===== config.mk =====
export PLATFORM = sky130hd
export DESIGN_NAME = ufs_uart
export DESIGN_NICKNAME = d
export VERILOG_FILES = /design/src/rtl/ufs_pkg.sv /design/src/rtl/ufs_uart.sv
export SDC_FILE = /design/constraint.sdc
export NUM_CORES = 1
export LEC_CHECK = 0
export BUFFER_PORTS_ARGS = -buffer_cell sky130_fd_sc_hd__buf_2
export CELL_PAD_IN_SITES_DETAIL_PLACEMENT = 1
export CELL_PAD_IN_SITES_GLOBAL_PLACEMENT = 2
export CORE_MARGIN = 2
export CORE_UTILIZATION = 33
export DETAILED_ROUTE_END_ITERATION = 8
export PLACE_DENSITY_LB_ADDON = 0.15
export SLEW_MARGIN = 0
export SYNTH_ARGS = -nofsm -noshare
export SYNTH_HDL_FRONTEND = slang
export SYNTH_SLANG_ARGS = --single-unit

===== constraint.sdc =====
create_clock -name clk_sys -period 4.35 [get_ports clk_sys]
set_input_delay 0.6525 -clock clk_sys [delete_from_list [all_inputs] [get_ports clk_sys]]
set_output_delay 0.6525 -clock clk_sys [all_outputs]
set_load 0.01 [all_outputs]

===== src/rtl/ufs_pkg.sv =====
// Constants, layouts and types of the frame-sync UART
//--------------------------------------------------------------
// Notes on behaviour
// - Synchronous mode: shift clock leaves on output pin, input pin carries data.
// - Synchronous mode is clock master, 8-bit words; software clears inversion/address.
// - Synchronous bit rate is transfer clock divided by twelve, divider ignored.
// - Synchronous transmit: write data shifts out with clock, then completion flag.
// - Synchronous receive: clock generated, line sampled, flag set when word held.
// - Synchronous receive restarts once the reception flag is clear and no transmit is busy or pending.
// - Frame opens with one start bit, found by falling edge or level.
// - Word is eight bits without parity, nine with any parity option.
// - Parity field: 00 none, 01 custom, 10 even, 11 odd.
// - Custom parity bit comes from transmit bit 8, lands in receive bit 8.
// - Odd parity makes the count of ones odd.
// - Even parity makes the count of ones even.
// - Stop period is one, one and a half or two bit times.
// - Data travels least significant bit first.
// - One baud generator setting serves both directions.
// - Oversampling 00: bit time is sixteen times integer plus fraction.
// - Integer divider is 16 bits, 1 to 65535; zero not permitted.
// - Fraction divider is 4 bits, sixteenths of a bit in 16x mode.
// - Transceiver paced by bus clock or either low-speed oscillator, by select.
// - Reception runs on in deep sleep; completion may wake the processor.
// - Flow control pins take part only when flow control is enabled.
// - Oversampling 01: bit time is eight times integer divider.
// - Oversampling 10: bit time is four times integer divider.
// - Oversampling 11: bit rate is 256 times transfer clock over divider.
//--------------------------------------------------------------
package ufs_pkg;

	// Register byte offsets
	localparam logic [7:0] OFS_CFG = 8'h00;
	localparam logic [7:0] OFS_BAUD_INTEGER_DIVIDER = 8'h04;
	localparam logic [7:0] OFS_BAUD_FRACTION_DIVIDER = 8'h08;
	localparam logic [7:0] OFS_TDR = 8'h0C;
	localparam logic [7:0] OFS_RDR = 8'h10;
	localparam logic [7:0] OFS_ISR = 8'h14;

	// Status bit positions
	localparam int ISR_TC = 0;
	localparam int ISR_RC = 1;
	localparam int ISR_BUSY = 2;
	localparam int ISR_PE = 3;
	localparam int ISR_FE = 4;
	localparam int ISR_TXE = 5;

	// Field encodings
	localparam logic [1:0] PAR_NONE = 2'h0;
	localparam logic [1:0] PAR_CUSTOM = 2'h1;
	localparam logic [1:0] PAR_EVEN = 2'h2;
	localparam logic [1:0] PAR_ODD = 2'h3;
	localparam logic [1:0] OVER_16 = 2'h0;
	localparam logic [1:0] OVER_8 = 2'h1;
	localparam logic [1:0] OVER_4 = 2'h2;
	localparam logic [1:0] SRC_BUS = 2'h0;
	localparam logic [1:0] SRC_LSE = 2'h1;

	// Divider figures
	localparam int ACC_W = 24;
	localparam logic [ACC_W-1:0] SYNC_DIV = 24'h00000C;
	localparam logic [ACC_W-1:0] STEP_HALF = 24'h000002;
	localparam logic [ACC_W-1:0] STEP_DED = 24'h000200;
	localparam logic [15:0] BAUD_INTEGER_DIVIDER_RST = 16'h0001;
	localparam logic [3:0] DATA_BITS = 4'h8;
	localparam logic [2:0] STOP_HALF_MAX = 3'h4;

	// Configuration word, bit 0 is source[0]
	typedef struct packed {
		logic transmit_enable;
		logic receive_enable;
		logic sync_mode;
		logic [1:0] parity;
		logic [1:0] stop_len;
		logic [1:0] over;
		logic start_level;
		logic flow_enable;
		logic [1:0] source;
	} ufs_cfg_s;
	localparam int CFG_W = 13;

	// Transmit and receive sequencer states
	typedef enum logic [4:0] {
		ST_IDLE = 5'b00001,
		ST_START = 5'b00010,
		ST_DATA = 5'b00100,
		ST_PAR = 5'b01000,
		ST_STOP = 5'b10000
	} ufs_state_e;

endpackage


===== src/rtl/ufs_uart.sv =====
// Frame-sync UART: AHB-Lite registers, baud generator, transmitter, receiver
module ufs_uart (
	// Clock, reset, enable
	input wire logic clk_sys,
	input wire logic reset,
	input wire logic ce,
	// AHB-Lite slave
	input wire logic hsel,
	input wire logic [7:0] haddr,
	input wire logic [1:0] htrans,
	input wire logic hwrite,
	input wire logic [2:0] hsize,
	input wire logic [31:0] hwdata,
	input wire logic hready,
	output logic [31:0] hrdata,
	output logic hreadyout,
	output logic hresp,
	// Oscillator pins used as transfer clock sources
	input wire logic external_low_speed_osc,
	input wire logic internal_low_speed_osc,
	// Serial pins
	output logic serial_out_pin,
	input wire logic serial_in_pin_i,
	output logic serial_in_pin_o,
	output logic serial_in_pin_oe,
	output logic rts_n,
	input wire logic cts_n,
	// Wake request while reception is pending
	output logic rx_wake
);

	//--------------------------------------------------------------
	// Input synchronisers
	//--------------------------------------------------------------
	logic [3:0] sync1_reg;
	logic [3:0] sync2_reg;
	logic [1:0] osc_prev_reg;
	logic rx_prev_reg;
	logic rx_line;
	logic cts_ok;

	// Pins cross in two stages; only the second stage is read
	always_ff @(posedge clk_sys) begin
		if (reset) begin
			sync1_reg <= 4'hF;
			sync2_reg <= 4'hF;
			osc_prev_reg <= 2'h0;
			rx_prev_reg <= 1'b1;
		end else if (ce) begin
			sync1_reg <= {cts_n, internal_low_speed_osc, external_low_speed_osc, serial_in_pin_i};
			sync2_reg <= sync1_reg;
			osc_prev_reg <= sync2_reg[2:1];
			rx_prev_reg <= sync2_reg[0];
		end
	end
	assign rx_line = sync2_reg[0];
	assign cts_ok = ~sync2_reg[3];

	//--------------------------------------------------------------
	// Registers
	//--------------------------------------------------------------
	ufs_pkg::ufs_cfg_s cfg_reg;
	logic [15:0] baud_integer_divider_reg;
	logic [3:0] baud_fraction_divider_reg;
	logic [8:0] tdr_reg;
	logic tdr_full_reg;
	logic [8:0] rdr_reg;
	logic tc_reg, rc_reg, pe_reg, fe_reg;
	logic wr_pend_reg;
	logic [7:0] wr_addr_reg;
	logic addr_ok;
	logic tx_load, tx_done, rx_done, rx_perr, rx_ferr, tx_busy, rx_busy;
	logic [8:0] rx_word;

	assign addr_ok = hsel && htrans[1] && hready;
	assign hreadyout = 1'b1;
	assign hresp = 1'b0;

	// Write data phase follows the captured address
	always_ff @(posedge clk_sys) begin
		if (reset) begin
			wr_pend_reg <= 1'b0;
			wr_addr_reg <= 8'h00;
		end else if (ce) begin
			wr_pend_reg <= addr_ok && hwrite;
			wr_addr_reg <= haddr;
		end
	end

	// Read data captured in the address phase, so no wait states
	always_ff @(posedge clk_sys) begin
		if (reset) begin
			hrdata <= 32'h00000000;
		end else if (ce && addr_ok && !hwrite) begin
			hrdata <= 32'h00000000;
			if (haddr == ufs_pkg::OFS_CFG) begin
				hrdata[ufs_pkg::CFG_W-1:0] <= cfg_reg;
			end else if (haddr == ufs_pkg::OFS_BAUD_INTEGER_DIVIDER) begin
				hrdata[15:0] <= baud_integer_divider_reg;
			end else if (haddr == ufs_pkg::OFS_BAUD_FRACTION_DIVIDER) begin
				hrdata[3:0] <= baud_fraction_divider_reg;
			end else if (haddr == ufs_pkg::OFS_TDR) begin
				hrdata[8:0] <= tdr_reg;
			end else if (haddr == ufs_pkg::OFS_RDR) begin
				hrdata[8:0] <= rdr_reg;
			end else if (haddr == ufs_pkg::OFS_ISR) begin
				hrdata[ufs_pkg::ISR_TC] <= tc_reg;
				hrdata[ufs_pkg::ISR_RC] <= rc_reg;
				hrdata[ufs_pkg::ISR_BUSY] <= tx_busy;
				hrdata[ufs_pkg::ISR_PE] <= pe_reg;
				hrdata[ufs_pkg::ISR_FE] <= fe_reg;
				hrdata[ufs_pkg::ISR_TXE] <= ~tdr_full_reg;
			end
		end
	end

	// Configuration and divider writes
	always_ff @(posedge clk_sys) begin
		if (reset) begin
			cfg_reg <= '0;
			baud_integer_divider_reg <= ufs_pkg::BAUD_INTEGER_DIVIDER_RST;
			baud_fraction_divider_reg <= 4'h0;
		end else if (ce && wr_pend_reg) begin
			if (wr_addr_reg == ufs_pkg::OFS_CFG) begin
				cfg_reg <= ufs_pkg::ufs_cfg_s'(hwdata[ufs_pkg::CFG_W-1:0]);
			end else if (wr_addr_reg == ufs_pkg::OFS_BAUD_INTEGER_DIVIDER) begin
				baud_integer_divider_reg <= hwdata[15:0];
			end else if (wr_addr_reg == ufs_pkg::OFS_BAUD_FRACTION_DIVIDER) begin
				baud_fraction_divider_reg <= hwdata[3:0];
			end
		end
	end

	// Transmit holding register; bit 8 feeds custom parity
	always_ff @(posedge clk_sys) begin
		if (reset) begin
			tdr_reg <= 9'h000;
			tdr_full_reg <= 1'b0;
		end else if (ce) begin
			if (wr_pend_reg && wr_addr_reg == ufs_pkg::OFS_TDR) begin
				tdr_reg <= hwdata[8:0];
				tdr_full_reg <= 1'b1;
			end else if (tx_load) begin
				tdr_full_reg <= 1'b0;
			end
		end
	end

	// Sticky flags: write one to clear, a hardware set wins the same cycle
	always_ff @(posedge clk_sys) begin
		if (reset) begin
			tc_reg <= 1'b0;
			rc_reg <= 1'b0;
			pe_reg <= 1'b0;
			fe_reg <= 1'b0;
			rdr_reg <= 9'h000;
		end else if (ce) begin
			if (wr_pend_reg && wr_addr_reg == ufs_pkg::OFS_ISR) begin
				tc_reg <= tc_reg & ~hwdata[ufs_pkg::ISR_TC];
				rc_reg <= rc_reg & ~hwdata[ufs_pkg::ISR_RC];
				pe_reg <= pe_reg & ~hwdata[ufs_pkg::ISR_PE];
				fe_reg <= fe_reg & ~hwdata[ufs_pkg::ISR_FE];
			end
			if (tx_done) begin
				tc_reg <= 1'b1;
			end
			if (rx_done) begin
				rc_reg <= 1'b1;
				rdr_reg <= rx_word;
				pe_reg <= pe_reg | rx_perr;
				fe_reg <= fe_reg | rx_ferr;
			end
		end
	end

	//--------------------------------------------------------------
	// Baud generator
	//--------------------------------------------------------------
	logic tclk_tick;
	logic [ufs_pkg::ACC_W-1:0] period, step;

	// Transfer clock pace: every bus cycle or each oscillator rising edge
	always_comb begin
		if (cfg_reg.source == ufs_pkg::SRC_BUS) begin
			tclk_tick = 1'b1;
		end else if (cfg_reg.source == ufs_pkg::SRC_LSE) begin
			tclk_tick = sync2_reg[1] & ~osc_prev_reg[0];
		end else begin
			tclk_tick = sync2_reg[2] & ~osc_prev_reg[1];
		end
	end

	// Bit time in transfer ticks, half-bit events at a doubled step; mode 11 takes the bare divider with a step of 512
	always_comb begin
		step = ufs_pkg::STEP_HALF;
		if (cfg_reg.sync_mode) begin
			period = ufs_pkg::SYNC_DIV;
		end else if (cfg_reg.over == ufs_pkg::OVER_16) begin
			period = {4'h0, baud_integer_divider_reg, baud_fraction_divider_reg};
		end else if (cfg_reg.over == ufs_pkg::OVER_8) begin
			period = {5'h00, baud_integer_divider_reg, 3'h0};
		end else if (cfg_reg.over == ufs_pkg::OVER_4) begin
			period = {6'h00, baud_integer_divider_reg, 2'h0};
		end else begin
			period = {8'h00, baud_integer_divider_reg};
			step = ufs_pkg::STEP_DED;
		end
	end

	// One accumulator per direction, both from the same period
	function automatic logic [ufs_pkg::ACC_W:0] acc_step(input logic [ufs_pkg::ACC_W-1:0] acc);
		logic [ufs_pkg::ACC_W-1:0] sum;
		sum = acc + step;
		if (period != '0 && sum >= period) begin
			acc_step = {1'b1, sum - period};
		end else begin
			acc_step = {1'b0, sum};
		end
	endfunction

	//--------------------------------------------------------------
	// Transmitter
	//--------------------------------------------------------------
	ufs_pkg::ufs_state_e tx_state_reg;
	logic [ufs_pkg::ACC_W-1:0] tx_acc_reg;
	logic [ufs_pkg::ACC_W:0] tx_nxt;
	logic [2:0] tx_half_reg;
	logic [3:0] tx_bit_reg;
	logic [8:0] tx_shift_reg;
	logic tx_par_reg, tx_line_reg, tx_sck_low_reg, tx_half;
	logic [2:0] stop_halves;

	assign tx_nxt = acc_step(tx_acc_reg);
	assign tx_half = tclk_tick && tx_nxt[ufs_pkg::ACC_W];
	assign tx_busy = (tx_state_reg != ufs_pkg::ST_IDLE);
	// Stop field 00/01/10 gives 2/3/4 half bits
	assign stop_halves = (cfg_reg.stop_len == 2'h3) ? ufs_pkg::STOP_HALF_MAX :
		{1'b0, cfg_reg.stop_len} + 3'h2;
	assign tx_load = ce && !tx_busy && tdr_full_reg && cfg_reg.transmit_enable &&
		!(cfg_reg.sync_mode && rx_busy) &&
		(cfg_reg.sync_mode || !cfg_reg.flow_enable || cts_ok);
	assign tx_done = ce && tx_half && (
		(tx_state_reg == ufs_pkg::ST_STOP && tx_half_reg == stop_halves - 3'h1) ||
		(cfg_reg.sync_mode && tx_state_reg == ufs_pkg::ST_DATA &&
		tx_half_reg[0] && tx_bit_reg == ufs_pkg::DATA_BITS - 4'h1));

	// Frame sequencer in half-bit steps
	always_ff @(posedge clk_sys) begin
		if (reset) begin
			tx_state_reg <= ufs_pkg::ST_IDLE;
			tx_acc_reg <= '0;
			tx_half_reg <= 3'h0;
			tx_bit_reg <= 4'h0;
			tx_shift_reg <= 9'h000;
			tx_par_reg <= 1'b0;
			tx_line_reg <= 1'b1;
			tx_sck_low_reg <= 1'b0;
		end else if (ce) begin
			if (tclk_tick) begin
				tx_acc_reg <= tx_nxt[ufs_pkg::ACC_W-1:0];
			end
			case (tx_state_reg)
				ufs_pkg::ST_IDLE: begin
					tx_line_reg <= 1'b1;
					tx_sck_low_reg <= 1'b0;
					if (tx_load) begin
						tx_acc_reg <= '0;
						tx_half_reg <= 3'h0;
						tx_bit_reg <= 4'h0;
						tx_shift_reg <= tdr_reg;
						if (cfg_reg.parity == ufs_pkg::PAR_CUSTOM) begin
							tx_par_reg <= tdr_reg[8];
						end else begin
							// Even: ones total even; odd: ones total odd
							tx_par_reg <= (^tdr_reg[7:0]) ^ (cfg_reg.parity == ufs_pkg::PAR_ODD);
						end
						if (cfg_reg.sync_mode) begin
							tx_state_reg <= ufs_pkg::ST_DATA;
							tx_line_reg <= tdr_reg[0];
							tx_sck_low_reg <= 1'b1;
						end else begin
							tx_state_reg <= ufs_pkg::ST_START;
							tx_line_reg <= 1'b0;
						end
					end
				end
				ufs_pkg::ST_START: begin
					if (tx_half) begin
						tx_half_reg <= tx_half_reg + 3'h1;
						if (tx_half_reg[0]) begin
							tx_half_reg <= 3'h0;
							tx_state_reg <= ufs_pkg::ST_DATA;
							tx_line_reg <= tx_shift_reg[0];
						end
					end
				end
				ufs_pkg::ST_DATA: begin
					if (tx_half) begin
						tx_half_reg <= {2'h0, ~tx_half_reg[0]};
						if (cfg_reg.sync_mode && !tx_half_reg[0]) begin
							tx_sck_low_reg <= 1'b0;
						end else if (tx_half_reg[0]) begin
							tx_bit_reg <= tx_bit_reg + 4'h1;
							tx_shift_reg <= {1'b0, tx_shift_reg[8:1]};
							tx_line_reg <= tx_shift_reg[1];
							tx_sck_low_reg <= cfg_reg.sync_mode;
							if (tx_bit_reg == ufs_pkg::DATA_BITS - 4'h1) begin
								tx_sck_low_reg <= 1'b0;
								if (cfg_reg.sync_mode) begin
									tx_state_reg <= ufs_pkg::ST_IDLE;
								end else if (cfg_reg.parity != ufs_pkg::PAR_NONE) begin
									tx_state_reg <= ufs_pkg::ST_PAR;
									tx_line_reg <= tx_par_reg;
								end else begin
									tx_state_reg <= ufs_pkg::ST_STOP;
									tx_line_reg <= 1'b1;
								end
							end
						end
					end
				end
				ufs_pkg::ST_PAR: begin
					if (tx_half) begin
						tx_half_reg <= {2'h0, ~tx_half_reg[0]};
						if (tx_half_reg[0]) begin
							tx_state_reg <= ufs_pkg::ST_STOP;
							tx_line_reg <= 1'b1;
						end
					end
				end
				default: begin
					if (tx_half) begin
						tx_half_reg <= tx_half_reg + 3'h1;
						if (tx_half_reg == stop_halves - 3'h1) begin
							tx_state_reg <= ufs_pkg::ST_IDLE;
						end
					end
				end
			endcase
		end
	end

	//--------------------------------------------------------------
	// Receiver
	//--------------------------------------------------------------
	ufs_pkg::ufs_state_e rx_state_reg;
	logic [ufs_pkg::ACC_W-1:0] rx_acc_reg;
	logic [ufs_pkg::ACC_W:0] rx_nxt;
	logic rx_phase_reg, rx_sck_low_reg, rx_half, rx_start, rx_sync_go;
	logic [3:0] rx_bit_reg;
	logic [8:0] rx_shift_reg;

	assign rx_nxt = acc_step(rx_acc_reg);
	assign rx_half = tclk_tick && rx_nxt[ufs_pkg::ACC_W];
	assign rx_busy = (rx_state_reg != ufs_pkg::ST_IDLE);
	// Start by falling edge or by low level, as configured
	assign rx_start = !rx_line && (cfg_reg.start_level || rx_prev_reg);
	// Next synchronous word starts once the flag is clear and no transmit is busy or pending
	assign rx_sync_go = !rc_reg && !tx_busy && !(tdr_full_reg && cfg_reg.transmit_enable);
	assign rx_word = cfg_reg.parity == ufs_pkg::PAR_NONE || cfg_reg.sync_mode ?
		{1'b0, rx_shift_reg[8:1]} : rx_shift_reg;
	assign rx_perr = !cfg_reg.sync_mode && cfg_reg.parity[1] &&
		((^rx_shift_reg) != cfg_reg.parity[0]);
	assign rx_ferr = !cfg_reg.sync_mode && !rx_line;
	assign rx_done = ce && rx_half && rx_phase_reg &&
		(rx_state_reg == ufs_pkg::ST_STOP ||
		(cfg_reg.sync_mode && rx_state_reg == ufs_pkg::ST_DATA &&
		rx_bit_reg == ufs_pkg::DATA_BITS - 4'h1));

	// Samples mid-bit in async mode, on the falling clock edge in sync mode
	always_ff @(posedge clk_sys) begin
		if (reset) begin
			rx_state_reg <= ufs_pkg::ST_IDLE;
			rx_acc_reg <= '0;
			rx_phase_reg <= 1'b0;
			rx_sck_low_reg <= 1'b0;
			rx_bit_reg <= 4'h0;
			rx_shift_reg <= 9'h000;
		end else if (ce) begin
			if (tclk_tick) begin
				rx_acc_reg <= rx_nxt[ufs_pkg::ACC_W-1:0];
			end
			case (rx_state_reg)
				ufs_pkg::ST_IDLE: begin
					rx_sck_low_reg <= 1'b0;
					rx_acc_reg <= '0;
					rx_phase_reg <= 1'b0;
					rx_bit_reg <= 4'h0;
					if (cfg_reg.receive_enable && cfg_reg.sync_mode && rx_sync_go) begin
						rx_state_reg <= ufs_pkg::ST_DATA;
						rx_sck_low_reg <= 1'b1;
					end else if (cfg_reg.receive_enable && !cfg_reg.sync_mode && rx_start) begin
						rx_state_reg <= ufs_pkg::ST_START;
					end
				end
				ufs_pkg::ST_START: begin
					if (rx_half) begin
						rx_state_reg <= rx_line ? ufs_pkg::ST_IDLE : ufs_pkg::ST_DATA;
					end
				end
				ufs_pkg::ST_DATA, ufs_pkg::ST_PAR: begin
					if (rx_half) begin
						rx_phase_reg <= ~rx_phase_reg;
						if (!rx_phase_reg) begin
							rx_sck_low_reg <= 1'b0;
						end else begin
							rx_shift_reg <= {rx_line, rx_shift_reg[8:1]};
							rx_bit_reg <= rx_bit_reg + 4'h1;
							rx_sck_low_reg <= cfg_reg.sync_mode;
							if (rx_state_reg == ufs_pkg::ST_PAR) begin
								rx_state_reg <= ufs_pkg::ST_STOP;
							end else if (rx_bit_reg == ufs_pkg::DATA_BITS - 4'h1) begin
								rx_sck_low_reg <= 1'b0;
								if (cfg_reg.sync_mode) begin
									rx_state_reg <= ufs_pkg::ST_IDLE;
								end else if (cfg_reg.parity != ufs_pkg::PAR_NONE) begin
									rx_state_reg <= ufs_pkg::ST_PAR;
								end else begin
									rx_state_reg <= ufs_pkg::ST_STOP;
								end
							end
						end
					end
				end
				default: begin
					if (rx_half) begin
						rx_phase_reg <= ~rx_phase_reg;
						if (rx_phase_reg) begin
							rx_state_reg <= ufs_pkg::ST_IDLE;
						end
					end
				end
			endcase
		end
	end

	//--------------------------------------------------------------
	// Pin drive
	//--------------------------------------------------------------
	// Sync mode: output pin is the shift clock, input pin carries data
	assign serial_out_pin = cfg_reg.sync_mode ? ~(tx_sck_low_reg | rx_sck_low_reg) :
		tx_line_reg;
	assign serial_in_pin_o = tx_line_reg;
	assign serial_in_pin_oe = cfg_reg.sync_mode && tx_busy;
	assign rts_n = ~(cfg_reg.flow_enable && cfg_reg.receive_enable && !rc_reg);
	assign rx_wake = rc_reg && cfg_reg.receive_enable;
endmodule


Word-level counts from Yosys, hierarchy flattened
Index checks and enable logic that the tools add are counted.
W data, S select, Z words.

storage, ports and cells
  flip-flop bits (word level) = 184
  output and inout port bits = 39

operators by class
  $add $sub $neg = 9
  magnitude comparators = 2
  equality and inequality tests = 47
  multiplexer cells = 114
  bitwise operators = 25
  reduce and logical (&&, ||, !) cells = 102

operators with widths
  operator              number
  $mux W24              5
  $mux W5               23
  $mux W9               7
  $mux W25              2
  $add A24 B24 Y24      2
  $ge A24 B24 Y1        2
  $sub A24 B24 Y24      2
  $logic_and A1 B1 Y1   45
  $mux W10              4
  $mux W20              2
  $mux W1               38
  $eq A8 B4 Y1 const B  4
  $mux W3               10
  $mux W4               7
  $eq A8 B5 Y1 const B  3
  $reduce_bool A24 Y1   1
  $ne A2 B2 Y1 const B  11
  $pmux W5 S4           1
  $mux W19              1
  $mux W18              1
  $pmux W9 S2           1
  $reduce_bool A2 Y1    9
  $eq A8 B3 Y1 const B  2
  $logic_not A8 Y1      2
  other kinds (47)      114

Logic depth before layout (Yosys ltp)
  word-level depth = 15
  mapped depth = 26
  gate-level depth less buffers = 20

Least setup slack after synthesis
Ideal clock, no wire load.

  kind = register to register
  from = register cfg_reg[4] (netlist bit)
  to = register rx_state_reg[0]
  library setup time = 0.133 ns
  arrival time = 4.642 ns
  required time = 4.217 ns
  setup slack = -0.425 ns
  stages on the path, launching flop included = 25
  cell sequence = dfxtp_1 buf_6 buf_4 and3b_1 buf_2 inv_1 ha_1 and4_1 o2111ai_1 and2_1 clkbuf_1 nor2_1 and4_1 xor2_1 ha_1 clkbuf_1 nand4_1 nor4_1 a21boi_0 mux2_2 o211ai_1 o211ai_1 a21oi_2 o221a_2 o21ai_0

between the ends
  word-level cells in the longest chain between the ends = 12
  elaborated cells on any way between the ends = 21

ends and longest elaborated chain
  item                                                                        RTL line         source
  start, declared                                                             ufs_uart.sv:62   ufs_pkg::ufs_cfg_s cfg_reg;
  start signal, assigned                                                      ufs_uart.sv:125  cfg_reg <= ufs_pkg::ufs_cfg_s'(hwdata[ufs_pkg::CFG_W-1:0]);
  $eq A2 B2 Y1                                                                ufs_uart.sv:202  end else if (cfg_reg.over == ufs_pkg::OVER_4) begin
  $mux W10                                                                    ufs_uart.sv:202
  $mux W10                                                                    ufs_uart.sv:200  end else if (cfg_reg.over == ufs_pkg::OVER_8) begin
  $mux W10                                                                    ufs_uart.sv:198  end else if (cfg_reg.over == ufs_pkg::OVER_16) begin
  $mux W10                                                                    ufs_uart.sv:196  if (cfg_reg.sync_mode) begin
  $add A24 B24 Y24                                                            ufs_uart.sv:213  sum = acc + step;
  $ge A24 B24 Y1                                                              ufs_uart.sv:214  if (period != '0 && sum >= period) begin
  $logic_and A1 B1 Y1 *                                                       ufs_uart.sv:214
  $mux W25 *                                                                  ufs_uart.sv:214
  $logic_and A1 B1 Y1 *                                                       ufs_uart.sv:354  assign rx_half = tclk_tick && rx_nxt[ufs_pkg::ACC_W];
  $ne A2 B2 Y1 (no source line) / $reduce_bool A2 Y1 (equally long branches)  n/a
  $reduce_and A8 Y1 (no source line) *                                        n/a
  end signal, assigned                                                        ufs_uart.sv:373  rx_state_reg <= ufs_pkg::ST_IDLE;
  end signal, assigned                                                        ufs_uart.sv:390  rx_state_reg <= ufs_pkg::ST_DATA;
  end signal, assigned                                                        ufs_uart.sv:393  rx_state_reg <= ufs_pkg::ST_START;
  end, declared                                                               ufs_uart.sv:346  ufs_pkg::ufs_state_e rx_state_reg;

Every way passes the cells marked *; elsewhere a longest branch is shown, timed or not.
A chain may end at the register's enable or synchronous reset.

Worst setup path in the final report
  from = register cfg_reg[10] (netlist bit)
  to = register rx_state_reg[3]

between the ends
  word-level cells in the longest chain between the ends = 8
  elaborated cells on any way between the ends = 25

ends and longest elaborated chain
  item                                                                        RTL line
  $mux W10                                                                    ufs_uart.sv:196
  $add A24 B24 Y24                                                            ufs_uart.sv:213
  $ge A24 B24 Y1                                                              ufs_uart.sv:214
  $logic_and A1 B1 Y1                                                         ufs_uart.sv:214
  $mux W25                                                                    ufs_uart.sv:214
  $logic_and A1 B1 Y1                                                         ufs_uart.sv:354
  $ne A2 B2 Y1 (no source line) / $reduce_bool A2 Y1 (equally long branches)  n/a
  $reduce_and A8 Y1 (no source line)                                          n/a

Several ways; a longest one is shown, not always the timed one. The select of a mux whose other input is x is not followed.

==> impl_metrics.env <==
export IMPL_io_buffers=55
export IMPL_drtAntennaViolNets=0
export IMPL_ys_seq_area_frac=0.2998
export IMPL_synth_edf_count=0
export IMPL_num_fill_cells=4376
export IMPL_post_synth_top_count_cell="dfxtp_1"
export IMPL_worstPathMaxFanout=8
export IMPL_syn_cell_area_mm2=0.01229
export IMPL_cts_tree="done"
export IMPL_worst_clock_skew_ns=0.02849
export IMPL_ys_top_cells_by_area="dfxtp_1 (30%), mux2i_1 (7.6%), nand2_1 (5.1%)"
export IMPL_synthFlopType="dfxtp_1"
export IMPL_worst_slew_pin_transition_ns=0.9983
export IMPL_hold_violations=0
export IMPL_place_ws_ns=-0.2863
export IMPL_r2r_cells=22
export IMPL_die_area_mm2=0.03879
export IMPL_yosys_warnings=0
export IMPL_clkLatencyLatePin_ns=0.47
export IMPL_drc=0
export IMPL_worstHoldPathCells=3
export IMPL_cts_root_buf="clkbuf_16"
export IMPL_period_share=0.9903
export IMPL_yosysTopAreaCellShare=0.2998
export IMPL_clk_pin_slew_worst_paths_ns=0.08
export IMPL_critPathArrivalTime_ns=4.65
export IMPL_core_mm2=0.03661
export IMPL_min_period_ns=4.308
export IMPL_critical_path_class="register to register"
export IMPL_crit_path_start_kind="register"
export IMPL_seq_area_mm2=0.003687
export IMPL_drtIter0Drc=648
export IMPL_synthToLayoutAreaGrowth_pct=24.88
export IMPL_grt_overflow=0
export IMPL_ys_types=89
export IMPL_numCtsBuffers=17
export IMPL_fmaxAchievable_mhz=232.1
export IMPL_viasPerCell=5.612
export IMPL_ir_worst_vdd_mv=0.8612
export IMPL_synth_top_cell_by_area="dfxtp_1"
export IMPL_synthCells=1523
export IMPL_slew_headroom=0.3345
export IMPL_grt_max_degree=55
export IMPL_p_leak_nw=6.176
export IMPL_layout_drive_gt1_share=0.2307
export IMPL_antenna_found_initial=0
export IMPL_layoutNonFillerInstCount=2141
export IMPL_cts_buffer_depth=2
export IMPL_grt_setup_unrepaired="true"
export IMPL_required_ns=4.69
export IMPL_die_y_um=196.9
export IMPL_synth_seq_cells=184
export IMPL_rows=70
export IMPL_setup_viol=0
export IMPL_io_pins=94
export IMPL_report_final_slew_viol_count=0
export IMPL_async_reset_ff_frac=0
export IMPL_numClockSinks=184
export IMPL_routed_wl_mm=46.17
export IMPL_final_nets=1765
export IMPL_outcome="finished clean"
export IMPL_drtPass1Iterations=5
export IMPL_grt_pass1_vias=12220
export IMPL_dpl_hpwl_mm=33.77
export IMPL_track_usage=0.2374
export IMPL_die_w_um=196.9
export IMPL_gp_congestion=0.8283
export IMPL_synth_avg_cell_area_um2=8.067
export IMPL_fin_ws_ns=0.04224
export IMPL_antennaDiodeCount=0
export IMPL_via_count=12020
export IMPL_p_per_area_mw_per_mm2=852.9
export IMPL_wl_per_cell_um=21.56
export IMPL_placedCellCount=2081
export IMPL_htree_levels=4
export IMPL_multiInputGateArea_mm2=0.008726
export IMPL_min_path_type="input port to register"
export IMPL_end_kind="register"
export IMPL_grt_pass1_wl_mm=70.96
export IMPL_ys_top_cells_by_count="dfxtp_1 (184), nand2_1 (168), nor2_1 (163)"
export IMPL_cap_violations=0
export IMPL_start_util=0.3356
==> stage by stage <==
step | area [um^2] | utilization | setup TNS, ns | power (mW) | hold slack [ns]
CTS | 14610 | 0.3991 | -0.2426 | 11.77 | 0.3905
finish | 15340 | 0.4191 | 0 | 13.09 | 0.4119
global placement | 13810 | 0.3772 | -1.185 | 9.776 | 0.4427
floorplan | 12500 | - | -0.02852 | 6.736 | 0.4315
detailed placement | 13810 | 0.3772 | -3.208 | 9.869 | 0.4580
global route | 15340 | 0.4191 | -3.333 | 14.04 | 0.4184
==> cell usage in the layout (no fill, tap or decap), drive strengths merged, types with 9 or more instances in the layout <==
cell	n
a211oi	25
a21o	23
a21oi	123
a221oi	14
a22o	10
a31oi	9
and2	11
and3	18
and4	12
buf	201
clkbuf	22
conb	18
dfxtp	184
ha	48
inv	35
mux2i	93
mux4	10
nand2	168
nand2b	11
nand3	50
nand3b	10
nand4	19
nor2	164
nor3	40
nor4	13
o211ai	11
o21ai	87
o22ai	10
o31ai	9
or3	9
xnor2	65
xor2	29
==> report_power, final <==
part | internal [mW] | switching, mW | total [mW]
registers | 1.86 | 0.246 | 2.11
logic | 4.64 | 4.64 | 9.28
clock network | 0.845 | 0.854 | 1.70
==> cell type report <==
class | count | area share
Timing Repair Buffer | 205 | 0.1048
Clock buffer | 18 | 0.02863
Multi-Input combinational cell | 1222 | 0.5687
Clock inverter | 14 | 0.01199
Tap cell | 468 | 0.03817
Inverter | 30 | 0.007340
Sequential cell | 184 | 0.2403
==> critical path, stage by stage (launching register included) <==
cell      delay (ns)
dfxtp_2         0.34
and3b_2         0.23
inv_2           0.08
ha_4            0.15
ha_4            0.12
and3_4          0.24
a21oi_4         0.08
nor3_4          0.23
buf_6           0.15
nand3_4         0.08
xnor2_2         0.16
ha_1            0.32
nand4_1         0.18
nor4_4          0.22
a21oi_1         0.10
mux2_4          0.27
o211ai_1        0.17
buf_4           0.19
o211ai_1        0.11
buf_4           0.19
a21oi_4         0.26
mux2i_1         0.25
nor2_1          0.06
==> worst paths after layout <==
check,end,slack (ns),startpoint
setup / recovery,rx_state_reg[3],0.04,cfg_reg[10]
hold / removal,sync1_reg[1],0.41,external_low_speed_osc
setup reg to reg,rx_state_reg[3],0.04,cfg_reg[10]
hold reg to reg,hrdata[14],0.47,hrdata[14]
==> per-layer routing <==
| metal | global-route usage | routed length [um] |
|---|---|---|
| met1 | 0.3072 | 21170 |
| met2 | 0.4117 | 22230 |
| met3 | 0.02926 | 1534 |
| met4 | 0.07352 | 1226 |
| met5 | 0 | 0 |
==> kinds of logic after synthesis <==
kind of cell,Yosys count,synth area share
and+or+nand+nor,558,0.2165
buffers and inverters,133,0.05061
xor gates and xnor gates,94,0.06701
DFF,184,0.2998
AOI/OAI and AO/OA,391,0.2100
other,2,0.0006113
muxes,111,0.1033
adders and majority gates,50,0.05214
==> repair_timing <==
action                                  CTS  global route
cloned                                    0             5
buffers inserted                          6            18
gates resized for setup                  30           111
endpoints found under the setup margin   78           103
hold buffers                              0             0
pin swaps                                20            45
No activity file was read; power rests on OpenSTA's default activity.
